--- config.mk ---
export PLATFORM = sky130hd
export DESIGN_NAME = msd_decoder
export DESIGN_NICKNAME = d
export VERILOG_FILES = /design/src/hdl/msd_pkg.sv /design/src/hdl/msd_decoder.sv
export SDC_FILE = /design/constraint.sdc
export NUM_CORES = 1
export LEC_CHECK = 0
export BUFFER_PORTS_ARGS = -buffer_cell sky130_fd_sc_hd__buf_2
export CELL_PAD_IN_SITES_DETAIL_PLACEMENT = 0
export CELL_PAD_IN_SITES_GLOBAL_PLACEMENT = 1
export CORE_MARGIN = 2
export CORE_UTILIZATION = 27
export CTS_BUF_LIST = sky130_fd_sc_hd__clkbuf_8 sky130_fd_sc_hd__clkbuf_16
export DETAILED_ROUTE_END_ITERATION = 8
export PLACE_DENSITY_LB_ADDON = 0.1
export SYNTH_ARGS = -nofsm -noshare
export SYNTH_HDL_FRONTEND = slang
export SYNTH_SLANG_ARGS = --single-unit
--- constraint.sdc ---
create_clock -name ref_clk_i -period 1.4 [get_ports ref_clk_i]
set_input_delay 0.07 -clock ref_clk_i [delete_from_list [all_inputs] [get_ports ref_clk_i]]
set_output_delay 0.07 -clock ref_clk_i [all_outputs]
set_load 0.01 [all_outputs]
--- src/hdl/msd_pkg.sv ---
package msd_pkg;

  localparam int MICRO_W = 24;
  localparam int WORD_W = 16;
  localparam int FIELD_W = 4;
  localparam int STORE_LSB = 8;
  localparam int STORE_MSB = 11;
  localparam int SPEC_LSB = 4;
  localparam int SPEC_MSB = 7;
  localparam int NUM_SPEC = 16;

  localparam logic [3:0] ST_IOBUS = 4'h0;
  localparam logic [3:0] ST_MEMADDR = 4'h1;
  localparam logic [3:0] ST_MEMDATA = 4'h2;
  localparam logic [3:0] ST_INSTR = 4'h3;
  localparam logic [3:0] ST_SCR4 = 4'h4;
  localparam logic [3:0] ST_SCR3 = 4'h5;
  localparam logic [3:0] ST_SCR2 = 4'h6;
  localparam logic [3:0] ST_SCR1 = 4'h7;
  localparam logic [3:0] ST_PC = 4'h8;
  localparam logic [3:0] ST_LEFT_EXT = 4'h9;
  localparam logic [3:0] ST_SECOND_EXT = 4'ha;
  localparam logic [3:0] ST_ACC_BY_OPC = 4'hb;
  localparam logic [3:0] ST_ACC_BY_FLAG = 4'hc;
  localparam logic [3:0] ST_ACC_B = 4'hd;
  localparam logic [3:0] ST_ACC_A = 4'he;
  localparam logic [3:0] ST_NOP = 4'hf;

  localparam logic [3:0] SP_SKIP_INV = 4'h0;
  localparam logic [3:0] SP_SHL1 = 4'h1;
  localparam logic [3:0] SP_SHR1 = 4'h2;
  localparam logic [3:0] SP_REPEAT = 4'h3;
  localparam logic [3:0] SP_ADDR_FLAG = 4'h6;
  localparam logic [3:0] SP_ALTER_SKIP = 4'ha;
  localparam logic [3:0] SP_CLEAR_WRITE = 4'hc;
  localparam logic [3:0] SP_READ_WRITE = 4'he;

  localparam int OPC_BIT_ELEVEN = 11;
  localparam int ZERO_TEST_LSB = 1;
  localparam int ZERO_TEST_MSB = 14;
  localparam int RPT_W = 5;
  localparam int RPT_LOAD_MSB = 3;
  localparam int RPT_CARRY_BIT = 4;
  localparam logic [4:0] RPT_RESET = 5'h00;
  localparam int ALTER_SEL_W = 6;
  localparam int ALTER_LOW_BIT = 0;
  localparam int ALTER_HI_LSB = 3;
  localparam int ALTER_HI_MSB = 7;

endpackage

--- src/hdl/msd_decoder.sv ---
`timescale 1ns/1ps
// store and special field decoder; every output is registered, so a
// strobe appears in the cycle after the microword and qualifiers are seen
module msd_decoder
(
  input wire logic ref_clk_i,
  input wire logic reset_i,
  input wire logic [msd_pkg::MICRO_W-1:0] micro_word_i,
  input wire logic store_enable_i,
  input wire logic special_enable_i,
  input wire logic phase_two_i,
  input wire logic phase_three_i,
  input wire logic phase_1a_i,
  input wire logic mem_protect_i,
  input wire logic protect_violation_i,
  input wire logic parity_error_i,
  input wire logic memaddr_select_i,
  input wire logic memdata_select_i,
  input wire logic opcode_bit_eleven_i,
  input wire logic [msd_pkg::WORD_W-1:0] result_bus_i,
  input wire logic [msd_pkg::WORD_W-1:0] source_bus_i,
  input wire logic [msd_pkg::WORD_W-1:0] instruction_latch_i,
  input wire logic alu_low_bit_out_i,
  input wire logic clear_addressable_i,
  input wire logic skip_named_i,
  input wire logic skip_true_i,
  input wire logic long_shift_i,
  input wire logic repeat_step_i,
  output logic source_to_iobus_strobe_o,
  output logic instruction_latch_strobe_o,
  output logic memaddr_write_o,
  output logic violation_write_o,
  output logic memdata_write_o,
  output logic program_counter_write_o,
  output logic left_ext_write_strobe_o,
  output logic second_ext_write_o,
  output logic scratch_one_write_o,
  output logic scratch_two_write_o,
  output logic scratch_three_write_o,
  output logic scratch_four_write_o,
  output logic accum_a_write_o,
  output logic accum_b_write_o,
  output logic [msd_pkg::NUM_SPEC-1:0] special_hot_o,
  output logic invert_skip_sense_o,
  output logic shift_left_one_o,
  output logic shift_right_one_o,
  output logic low_word_shift_left_o,
  output logic low_word_shift_right_o,
  output logic load_repeat_count_o,
  output logic [msd_pkg::RPT_W-1:0] repeat_count_o,
  output logic accum_a_addressable_o,
  output logic accum_b_addressable_o,
  output logic memory_read_write_cycle_o,
  output logic memory_clear_write_cycle_o,
  output logic alter_skip_stage_one_o,
  output logic [msd_pkg::ALTER_SEL_W-1:0] alter_skip_select_o
);

  // field extraction
  wire [msd_pkg::FIELD_W-1:0] store_code;
  wire [msd_pkg::FIELD_W-1:0] spec_code;
  assign store_code =
    micro_word_i[msd_pkg::STORE_MSB:msd_pkg::STORE_LSB];
  assign spec_code =
    micro_word_i[msd_pkg::SPEC_MSB:msd_pkg::SPEC_LSB];

  // store decode; the nop code matches no destination so all stay low
  wire st_on;
  assign st_on = store_enable_i && (store_code != msd_pkg::ST_NOP);

  wire io_out_nxt;
  wire instr_nxt;
  wire maddr_nxt;
  wire viol_nxt;
  wire mdata_nxt;
  wire pc_nxt;
  wire lext_nxt;
  wire sext_nxt;
  wire scr1_nxt;
  wire scr2_nxt;
  wire scr3_nxt;
  wire scr4_nxt;
  wire acc_a_nxt;
  wire acc_b_nxt;

  assign io_out_nxt = st_on && (store_code == msd_pkg::ST_IOBUS);
  // the instruction latch samples only at phase two
  assign instr_nxt = st_on && (store_code == msd_pkg::ST_INSTR)
    && phase_two_i;
  assign maddr_nxt = st_on && (store_code == msd_pkg::ST_MEMADDR)
    && memaddr_select_i && phase_three_i;
  // violation copy is skipped outside 1A or once protection has tripped
  assign viol_nxt = maddr_nxt && phase_1a_i && mem_protect_i
    && !protect_violation_i && !parity_error_i;
  assign mdata_nxt = st_on && (store_code == msd_pkg::ST_MEMDATA)
    && memdata_select_i && phase_three_i;
  assign pc_nxt = st_on && (store_code == msd_pkg::ST_PC);
  assign lext_nxt = st_on && (store_code == msd_pkg::ST_LEFT_EXT);
  assign sext_nxt =
    st_on && (store_code == msd_pkg::ST_SECOND_EXT);
  assign scr1_nxt = st_on && (store_code == msd_pkg::ST_SCR1);
  assign scr2_nxt = st_on && (store_code == msd_pkg::ST_SCR2);
  assign scr3_nxt = st_on && (store_code == msd_pkg::ST_SCR3);
  assign scr4_nxt = st_on && (store_code == msd_pkg::ST_SCR4);

  logic acc_a_flag_r;
  logic acc_b_flag_r;

  wire by_opc;
  wire by_flag;
  assign by_opc = st_on && (store_code == msd_pkg::ST_ACC_BY_OPC);
  assign by_flag = st_on && (store_code == msd_pkg::ST_ACC_BY_FLAG);

  // both flags set cannot come from one set event; should it happen,
  // accumulator a wins so that only one destination is ever written
  assign acc_a_nxt = (st_on && (store_code == msd_pkg::ST_ACC_A))
    || (by_opc && !opcode_bit_eleven_i)
    || (by_flag && acc_a_flag_r);
  assign acc_b_nxt = (st_on && (store_code == msd_pkg::ST_ACC_B))
    || (by_opc && opcode_bit_eleven_i)
    || (by_flag && !acc_a_flag_r && acc_b_flag_r);

  // special decode, one line per code
  wire [msd_pkg::NUM_SPEC-1:0] spec_hot_nxt;
  genvar g;
  generate
    for (g = 0; g < msd_pkg::NUM_SPEC; g = g + 1)
    begin : g_spec
      assign spec_hot_nxt[g] = special_enable_i
        && (spec_code == (msd_pkg::FIELD_W)'(g));
    end
  endgenerate

  wire skip_inv_nxt;
  wire shl_nxt;
  wire shr_nxt;
  wire rpt_load;
  wire flag_set_code;
  wire asg_nxt;
  wire rw_nxt;
  wire clr_wr_nxt;

  assign skip_inv_nxt = spec_hot_nxt[msd_pkg::SP_SKIP_INV];
  assign shl_nxt = spec_hot_nxt[msd_pkg::SP_SHL1];
  assign shr_nxt = spec_hot_nxt[msd_pkg::SP_SHR1];
  assign rpt_load = spec_hot_nxt[msd_pkg::SP_REPEAT];
  assign flag_set_code = spec_hot_nxt[msd_pkg::SP_ADDR_FLAG];
  assign asg_nxt = spec_hot_nxt[msd_pkg::SP_ALTER_SKIP];
  // the fetch is not gated by the addressable flags; it runs anyway
  assign rw_nxt = spec_hot_nxt[msd_pkg::SP_READ_WRITE];
  // clear/write is destructive, so it needs a named and true skip test
  assign clr_wr_nxt = spec_hot_nxt[msd_pkg::SP_CLEAR_WRITE]
    && skip_named_i && skip_true_i;

  // addressable flags
  wire zero_mid;
  wire set_a;
  wire set_b;
  wire acc_a_flag_nxt;
  wire acc_b_flag_nxt;
  assign zero_mid = ~|result_bus_i[msd_pkg::ZERO_TEST_MSB:
    msd_pkg::ZERO_TEST_LSB];
  assign set_a = flag_set_code && zero_mid && !alu_low_bit_out_i;
  assign set_b = flag_set_code && zero_mid && alu_low_bit_out_i;
  // a set in the clearing cycle is kept
  assign acc_a_flag_nxt = set_a || (acc_a_flag_r && !clear_addressable_i);
  assign acc_b_flag_nxt = set_b || (acc_b_flag_r && !clear_addressable_i);

  // repeat counter: load wins over a step in the same cycle
  logic [msd_pkg::RPT_W-1:0] rpt_r;
  wire [msd_pkg::RPT_W-1:0] rpt_nxt;
  assign rpt_nxt = rpt_load
    ? {1'b0, source_bus_i[msd_pkg::RPT_LOAD_MSB:0]}
    : (repeat_step_i && !rpt_r[msd_pkg::RPT_CARRY_BIT])
      ? rpt_r + 5'h01
      : rpt_r;

  wire [msd_pkg::ALTER_SEL_W-1:0] alter_sel_nxt;
  assign alter_sel_nxt = asg_nxt
    ? {instruction_latch_i[msd_pkg::ALTER_HI_MSB:msd_pkg::ALTER_HI_LSB],
       instruction_latch_i[msd_pkg::ALTER_LOW_BIT]}
    : 6'h00;

  always_ff @(posedge ref_clk_i or posedge reset_i)
  begin
    if (reset_i)
    begin
      source_to_iobus_strobe_o <= 1'b0;
      instruction_latch_strobe_o <= 1'b0;
      memaddr_write_o <= 1'b0;
      violation_write_o <= 1'b0;
      memdata_write_o <= 1'b0;
      program_counter_write_o <= 1'b0;
      left_ext_write_strobe_o <= 1'b0;
      second_ext_write_o <= 1'b0;
      scratch_one_write_o <= 1'b0;
      scratch_two_write_o <= 1'b0;
      scratch_three_write_o <= 1'b0;
      scratch_four_write_o <= 1'b0;
      accum_a_write_o <= 1'b0;
      accum_b_write_o <= 1'b0;
    end
    else
    begin
      source_to_iobus_strobe_o <= io_out_nxt;
      instruction_latch_strobe_o <= instr_nxt;
      memaddr_write_o <= maddr_nxt;
      violation_write_o <= viol_nxt;
      memdata_write_o <= mdata_nxt;
      program_counter_write_o <= pc_nxt;
      left_ext_write_strobe_o <= lext_nxt;
      second_ext_write_o <= sext_nxt;
      scratch_one_write_o <= scr1_nxt;
      scratch_two_write_o <= scr2_nxt;
      scratch_three_write_o <= scr3_nxt;
      scratch_four_write_o <= scr4_nxt;
      accum_a_write_o <= acc_a_nxt;
      accum_b_write_o <= acc_b_nxt;
    end
  end

  always_ff @(posedge ref_clk_i or posedge reset_i)
  begin
    if (reset_i)
    begin
      special_hot_o <= 16'h0000;
      invert_skip_sense_o <= 1'b0;
      shift_left_one_o <= 1'b0;
      shift_right_one_o <= 1'b0;
      low_word_shift_left_o <= 1'b0;
      low_word_shift_right_o <= 1'b0;
      load_repeat_count_o <= 1'b0;
      memory_read_write_cycle_o <= 1'b0;
      memory_clear_write_cycle_o <= 1'b0;
      alter_skip_stage_one_o <= 1'b0;
      alter_skip_select_o <= 6'h00;
    end
    else
    begin
      special_hot_o <= spec_hot_nxt;
      invert_skip_sense_o <= skip_inv_nxt;
      shift_left_one_o <= shl_nxt;
      shift_right_one_o <= shr_nxt;
      low_word_shift_left_o <= shl_nxt && long_shift_i;
      low_word_shift_right_o <= shr_nxt && long_shift_i;
      load_repeat_count_o <= rpt_load;
      memory_read_write_cycle_o <= rw_nxt;
      memory_clear_write_cycle_o <= clr_wr_nxt;
      alter_skip_stage_one_o <= asg_nxt;
      alter_skip_select_o <= alter_sel_nxt;
    end
  end

  always_ff @(posedge ref_clk_i or posedge reset_i)
  begin
    if (reset_i)
    begin
      acc_a_flag_r <= 1'b0;
      acc_b_flag_r <= 1'b0;
      rpt_r <= msd_pkg::RPT_RESET;
    end
    else
    begin
      acc_a_flag_r <= acc_a_flag_nxt;
      acc_b_flag_r <= acc_b_flag_nxt;
      rpt_r <= rpt_nxt;
    end
  end

  assign accum_a_addressable_o = acc_a_flag_r;
  assign accum_b_addressable_o = acc_b_flag_r;
  assign repeat_count_o = rpt_r;

endmodule

==> impl_metrics.yaml, run 1 <==
setup_path:
  end_kind: "flop"
  arrival_ns: 1.53
  path_common_cell: "dlygate4sd3_1"
  crit_required_ns: 1.60
  crit_type: "input pin to flop"
  path_cells: "dlygate4sd3_1 > buf_2 > nand2_1 > dlygate4sd3_1 > nor4b_1"
  path_buf_inv: 3
  cp_max_fo: 1
  cpMaxStageDelayCell: "dlygate4sd3_1"
  start_kind: "input pin"
  cp_top_family: "buffers and inverters"
  cp_slowest_stage_delay_ns: 0.55
floorplan:
  core_mm2: 0.006386
  dieArea_mm2: 0.007303
  die_w_um: 85.46
  rows: 29
  io_pins: 143
  initial_core_util_pct: 28.06
  dieHeight_um: 85.46
outcome:
  outcome: "completed"
sta:
  setup_viol: 0
  slew_headroom_pct: 74.09
  fmax_mhz: 748.9
  post-route-period-util_pct: 95.38
  report.final.slew_viol_count: 0
  layout_min_cycle_time_ns: 1.335
  setup_ws_ns: 0.06475
  fin_setup_tns_ns: 0
  worst_slew_pin_slew_ns: 0.3872
  fin_skew_ns: 0.0009278
  rsz0062_at_grt: "false"
  hold_viol_final: 0
routing:
  routedWlPerCell_um: 12.54
  routed_via_density: 4.369
  dr.pass1.iters: 4
  vias: 1564
  detail-route-antenna-nets: 0
  post-route-drc-count: 0
  drt_iter0_markers: 32
  wl_mm: 4.491
synth:
  synth-edff-count: 0
  synth_most_common_cell: "dfrtp_1"
  synth_area_per_cell_um2: 11.41
  syn_area_mm2: 0.001792
  synth-seq-area-share_pct: 64.25
  muxShareOfSynthArea_pct: 0.5587
  syn_nets: 249
  synth_top_area_share_pct: 64.25
  ys_top_cells_by_count: "dfrtp_1 (46), nor2_1 (20), nand2_1 (10)"
  synth_cell_types: 32
  ys_ff_latch: 46
  syn_inst: 157
  ys_top_cells_by_area: "dfrtp_1 (64%), nor2_1 (4.2%), nor3_1 (2.5%)"
  synth_top_cell_by_area: "dfrtp_1"
  synth_xor_area_share_pct: 0.9777
  yosys.area_share.adder_pct: 0.6983
  synth_top_family_by_area: "simple AND/OR/NAND/NOR gates"
  synthArstFlopShare_pct: 100.0
  yosys.area_share.simple_pct: 24.65
  synth_flop_cell: "dfrtp_1"
  yosys_warnings: 0
  synth-compound-area-share_pct: 4.609
worst_hold_path:
  hold_class: "input pin to flop"
clock_tree:
  post_cts_buffers: 0
  htree_levels: 2
  cts_tree: "yes"
  cts.sinks: 46
  clockBufferDepth: 2
  clock-root-buffer: "clkbuf_8"
  numCtsBuffers: 5
  clock_latency_ns: 0.29
  path_clk_slew_ns: 0.09
layout:
  fillCellCount: 651
  top_register: "special_hot_o"
  syn2layout_area_growth_pct: 50.21
  multi_input_area_um2: 564.3
  antennaDiodeCount: 0
  regArea_mm2: 0.001151
  nNetsFinal: 372
  final_cell_area_mm2: 0.002691
  stdcell_count: 358
  largest_reg_flops: 16
  drive_gt1_share_pct: 43.42
power_and_ir_drop:
  p_per_area_mw_per_mm2: 1130
  leakage_nw: 1.444
  total_power_mw: 3.040
  peakVddDrop_uv: 578.5
placement:
  pre_cts_slack_ns: -0.08976
  globalplace.congestion: 0.6962
  io_buffers: 102
  dpl-instance-area_mm2: 0.002391
  dp_cells: 331
  dp_hpwl_mm: 3.299
grt:
  gr-total-overflow: 0
  grt_first_pass_wirelength_mm: 7.003
  track_usage_pct: 12.34
  antenna_found_initial: 0
  grt_start_max_net_pins: 33
  grt_pass1_vias: 1459
job:
  cap_violations: 0
[worst reg2reg max path: cells and delay by family (launching register included)]
| kind | cells | cell delay [ns] |
|---|---|---|
| compound gates | 1 | 0.16 |
| flops | 1 | 0.40 |
| simple gates | 2 | 0.57 |
[layout by cell type, fill, tap and decap left out, types with 6 or more instances in the layout]
cell           instances
dlygate4sd3_1         19
nor3_1                 9
and2_1                 6
buf_2                102
dfrtp_1               46
nand2_1               10
nand2b_1               6
nor2_1                20
[routing by layer]
| layer | share of wire [%] | global-route usage (%) |
|---|---|---|
| met4 | 1.4 | 3.896 |
| met1 | 40 | 14.29 |
| met2 | 52 | 21.45 |
| met5 | 0 | 0 |
| met3 | 6.7 | 4.183 |
[through the flow]
stage	utilization [%]	hold WS (ns)
after global routing	42.14	0.01713
final	42.14	0.007398
after CTS	42.14	0.001945
after detailed placement	37.44	0.05304
after global placement	37.44	0.05680
after floorplan	-	0.1396
[timing repair]
| action | in CTS | in global routing |
|---|---|---|
| hold endpoints to repair | 27 | 0 |
| gates resized for setup | 0 | 0 |
| hold buffers | 19 | 0 |
[power by group]
| group | switching [mW] | total, mW | internal [mW] |
|---|---|---|---|
| logic | 0.268 | 0.552 | 0.284 |
| registers | 0.0843 | 1.50 | 1.42 |
| clock network | 0.459 | 0.985 | 0.526 |
[layout make-up]
cell class              instances  area share (%)
multi-input cells              97           20.97
inverters                       3          0.4184
clock inverters                 3           1.534
well taps                      77           3.580
repair buffers                127           28.17
clock buffers                   5           2.557
flip-flops and latches         46           42.77
[final timing paths]
kind | from | cells after the start | end | slack, ns
hold reg to reg | repeat_count_o[4] | 2 | repeat_count_o[4] | 0.54
setup reg to reg | repeat_count_o[4] | 3 | repeat_count_o[3] | 0.20
min in group asynchronous | reset_i | 3 | violation_write_o | 0.27
hold / removal | memaddr_select_i | 3 | memaddr_write_o | 0.007
max in group asynchronous | reset_i | 4 | repeat_count_o[2] | 0.65
setup / recovery | phase_1a_i | 5 | violation_write_o | 0.06
[cells by family (layout without fill, tap and decap cells)]
| family | after synthesis | after routing |
|---|---|---|
| AO/OA/AOI/OAI | 12 | 12 |
| XOR/XNOR | 2 | 2 |
| adder cells (fa/ha/maj) | 1 | 1 |
| buffers and inverters | 14 | 138 |
| flip-flops | 46 | 46 |
| multiplexers | 1 | 1 |
| AND/OR/NAND/NOR | 81 | 81 |
(Power assumes the default switching activity.)
==> run 2, diff against run 1 <==
==> constraint.sdc (replaced) <==
create_clock -name ref_clk_i -period 1.27 [get_ports ref_clk_i]
set_input_delay 0.0635 -clock ref_clk_i [delete_from_list [all_inputs] [get_ports ref_clk_i]]
set_output_delay 0.0635 -clock ref_clk_i [all_outputs]
set_load 0.01 [all_outputs]
==> impl_metrics.yaml, run 2 (synthesized netlist as in run 1, its figures left out) <==
outcome:
  outcome: "completed"
setup_path:
  r2r_start: "repeat_count_o[4]"
  path_buf_inv: 3
  cp_top_family: "buffers and inverters"
  crit_required_ns: 1.47
  end_kind: "flop"
  start_kind: "input pin"
  cp_slowest_stage_delay_ns: 0.54
  reg2reg_depth: 3
  cpMaxStageDelayCell: "dlygate4sd3_1"
  crit_type: "input pin to flop"
  cp_max_fo: 1
  r2r_end: "repeat_count_o[3]"
  path_cells: "dlygate4sd3_1 > buf_2 > nand2_1 > dlygate4sd3_1 > nor3_1"
  arrival_ns: 1.41
  path_common_cell: "dlygate4sd3_1"
  r2r_setup_slack_ns: 0.12
layout:
  mostFrequentLayoutCells: "buf_2 (102), dfrtp_1 (46), nor2_1 (20), dlygate4sd3_1 (20), nand2_1 (10)"
  final_cell_area_mm2: 0.002719
  antennaDiodeCount: 0
  nNetsFinal: 377
  layout.cells.most_common: "buf_2"
  largest_reg_flops: 16
  syn2layout_area_growth_pct: 51.75
  drive_gt1_share_pct: 44.41
  top_register: "special_hot_o"
clock_tree:
  clockBufferDepth: 2
  clock-root-buffer: "clkbuf_8"
  cts.sinks: 46
  path_clk_slew_ns: 0.08
  htree_levels: 2
  post_cts_buffers: 0
  numCtsBuffers: 5
  clock_latency_ns: 0.29
  cts_tree: "yes"
sta:
  slew_headroom_pct: 75.29
  setup_ws_ns: 0.06094
  rsz0062_at_grt: "false"
  timing.hold.ws_ns: 0.01638
  fmax_mhz: 827.1
  setup_viol: 0
  hold_viol_final: 0
  worst_slew_pin_slew_ns: 0.3693
  fin_skew_ns: 0.003831
  post-route-period-util_pct: 95.20
  layout_min_cycle_time_ns: 1.209
  report.final.slew_viol_count: 0
grt:
  antenna_found_initial: 0
  track_usage_pct: 12.67
  grt_pass1_vias: 1520
  gr-total-overflow: 0
  grt_start_max_net_pins: 32
  grt_first_pass_wirelength_mm: 7.113
placement:
  dpl-instance-area_mm2: 0.002421
  dp_hpwl_mm: 3.375
  globalplace.congestion: 0.7226
  pre_cts_slack_ns: -0.2094
  io_buffers: 102
floorplan:
  die_w_um: 85.46
  core_mm2: 0.006386
  dieArea_mm2: 0.007303
  rows: 29
  io_pins: 143
  dieHeight_um: 85.46
  initial_core_util_pct: 28.06
worst_hold_path:
  min_to: "memory_clear_write_cycle_o"
  hp-start: "skip_true_i"
  hold_class: "input pin to flop"
  hold_depth: 2
routing:
  drt_iter0_markers: 24
  vias: 1598
  routedWlPerCell_um: 12.77
  dr.pass1.iters: 4
  routed_via_density: 4.402
  wl_mm: 4.637
  detail-route-antenna-nets: 0
  post-route-drc-count: 0
power_and_ir_drop:
  p_per_area_mw_per_mm2: 1171
  leakage_nw: 1.466
  peakVddDrop_uv: 624.7
job:
  cap_violations: 0
==> run 2: cell count changes in the layout (fill, tap and decap cells not counted) <==
cell | previous run | this run
buf_4 | 5 | 9
bufinv_16 | 1 | 0
clkbuf_8 | 5 | 6
clkinv_2 | 0 | 1
clkinvlp_4 | 1 | 0
dlygate4sd3_1 | 19 | 20
nor4_1 | 4 | 3
nor4_2 | 0 | 1
==> run 2: worst register-to-register path: stages (launching register included) <==
cell,delay [ns]
dfrtp_1,0.41
nand2b_1,0.16
or3_1,0.34
a31oi_1,0.16
==> run 2: worst max-delay path by stage <==
| stage | from | cells after the start | to |
|---|---|---|---|
| finish | memdata_select_i | 5 | memdata_write_o |
| global route | memdata_select_i | 5 | memdata_write_o |
| CTS | micro_word_i[11] | 4 | violation_write_o |
| detailed placement | result_bus_i[2] | 4 | accum_a_addressable_o |
| global placement | result_bus_i[2] | 4 | accum_a_addressable_o |
| floorplan | result_bus_i[2] | 3 | accum_a_addressable_o |
==> run 2: final cells by class <==
cell class / count / area (um2)
Timing Repair Buffer: 132 / 798.3
Sequential cell: 46 / 1151
Fill cell: 672 / 3667
Tap cell: 77 / 96.34
Inverter: 3 / 11.26
Clock buffer: 6 / 82.58
Clock inverter: 2 / 8.758
Multi-Input combinational cell: 97 / 570.5
==> run 2: power by group <==
| group | switching, mW | internal (mW) |
|---|---|---|
| clock network | 0.467 | 0.431 |
| logic | 0.298 | 0.330 |
| registers | 0.0921 | 1.56 |
| total | 0.858 | 2.33 |
==> run 2: what timing repair did <==
item	4_1_cts	5_1_grt
endpoints found under the hold margin	30	0
hold buffers	20	0
resized for setup	0	1
setup endpoints to repair	0	1
==> run 2: routing by layer <==
metal	global-route usage, %	vias to the layer above	routed length (um)
met5	0	-	0
met4	3.896	0	56
met3	4.961	5	413
met2	19.11	73	2076
met1	16.81	742	2090
li1	-	778	-
==> run 2: metrics by stage <==
step | setup TNS, ns | total power, mW | utilization, % | std cells
CTS | 0 | 3.237 | 42.48 | 363
floorplan | -0.1051 | 1.988 | - | 157
global placement | -0.3314 | 2.279 | 37.91 | 335
global route | 0 | 3.393 | 42.57 | 363
finish | 0 | 3.183 | 42.57 | 363
detailed placement | -0.3685 | 2.275 | 37.91 | 335
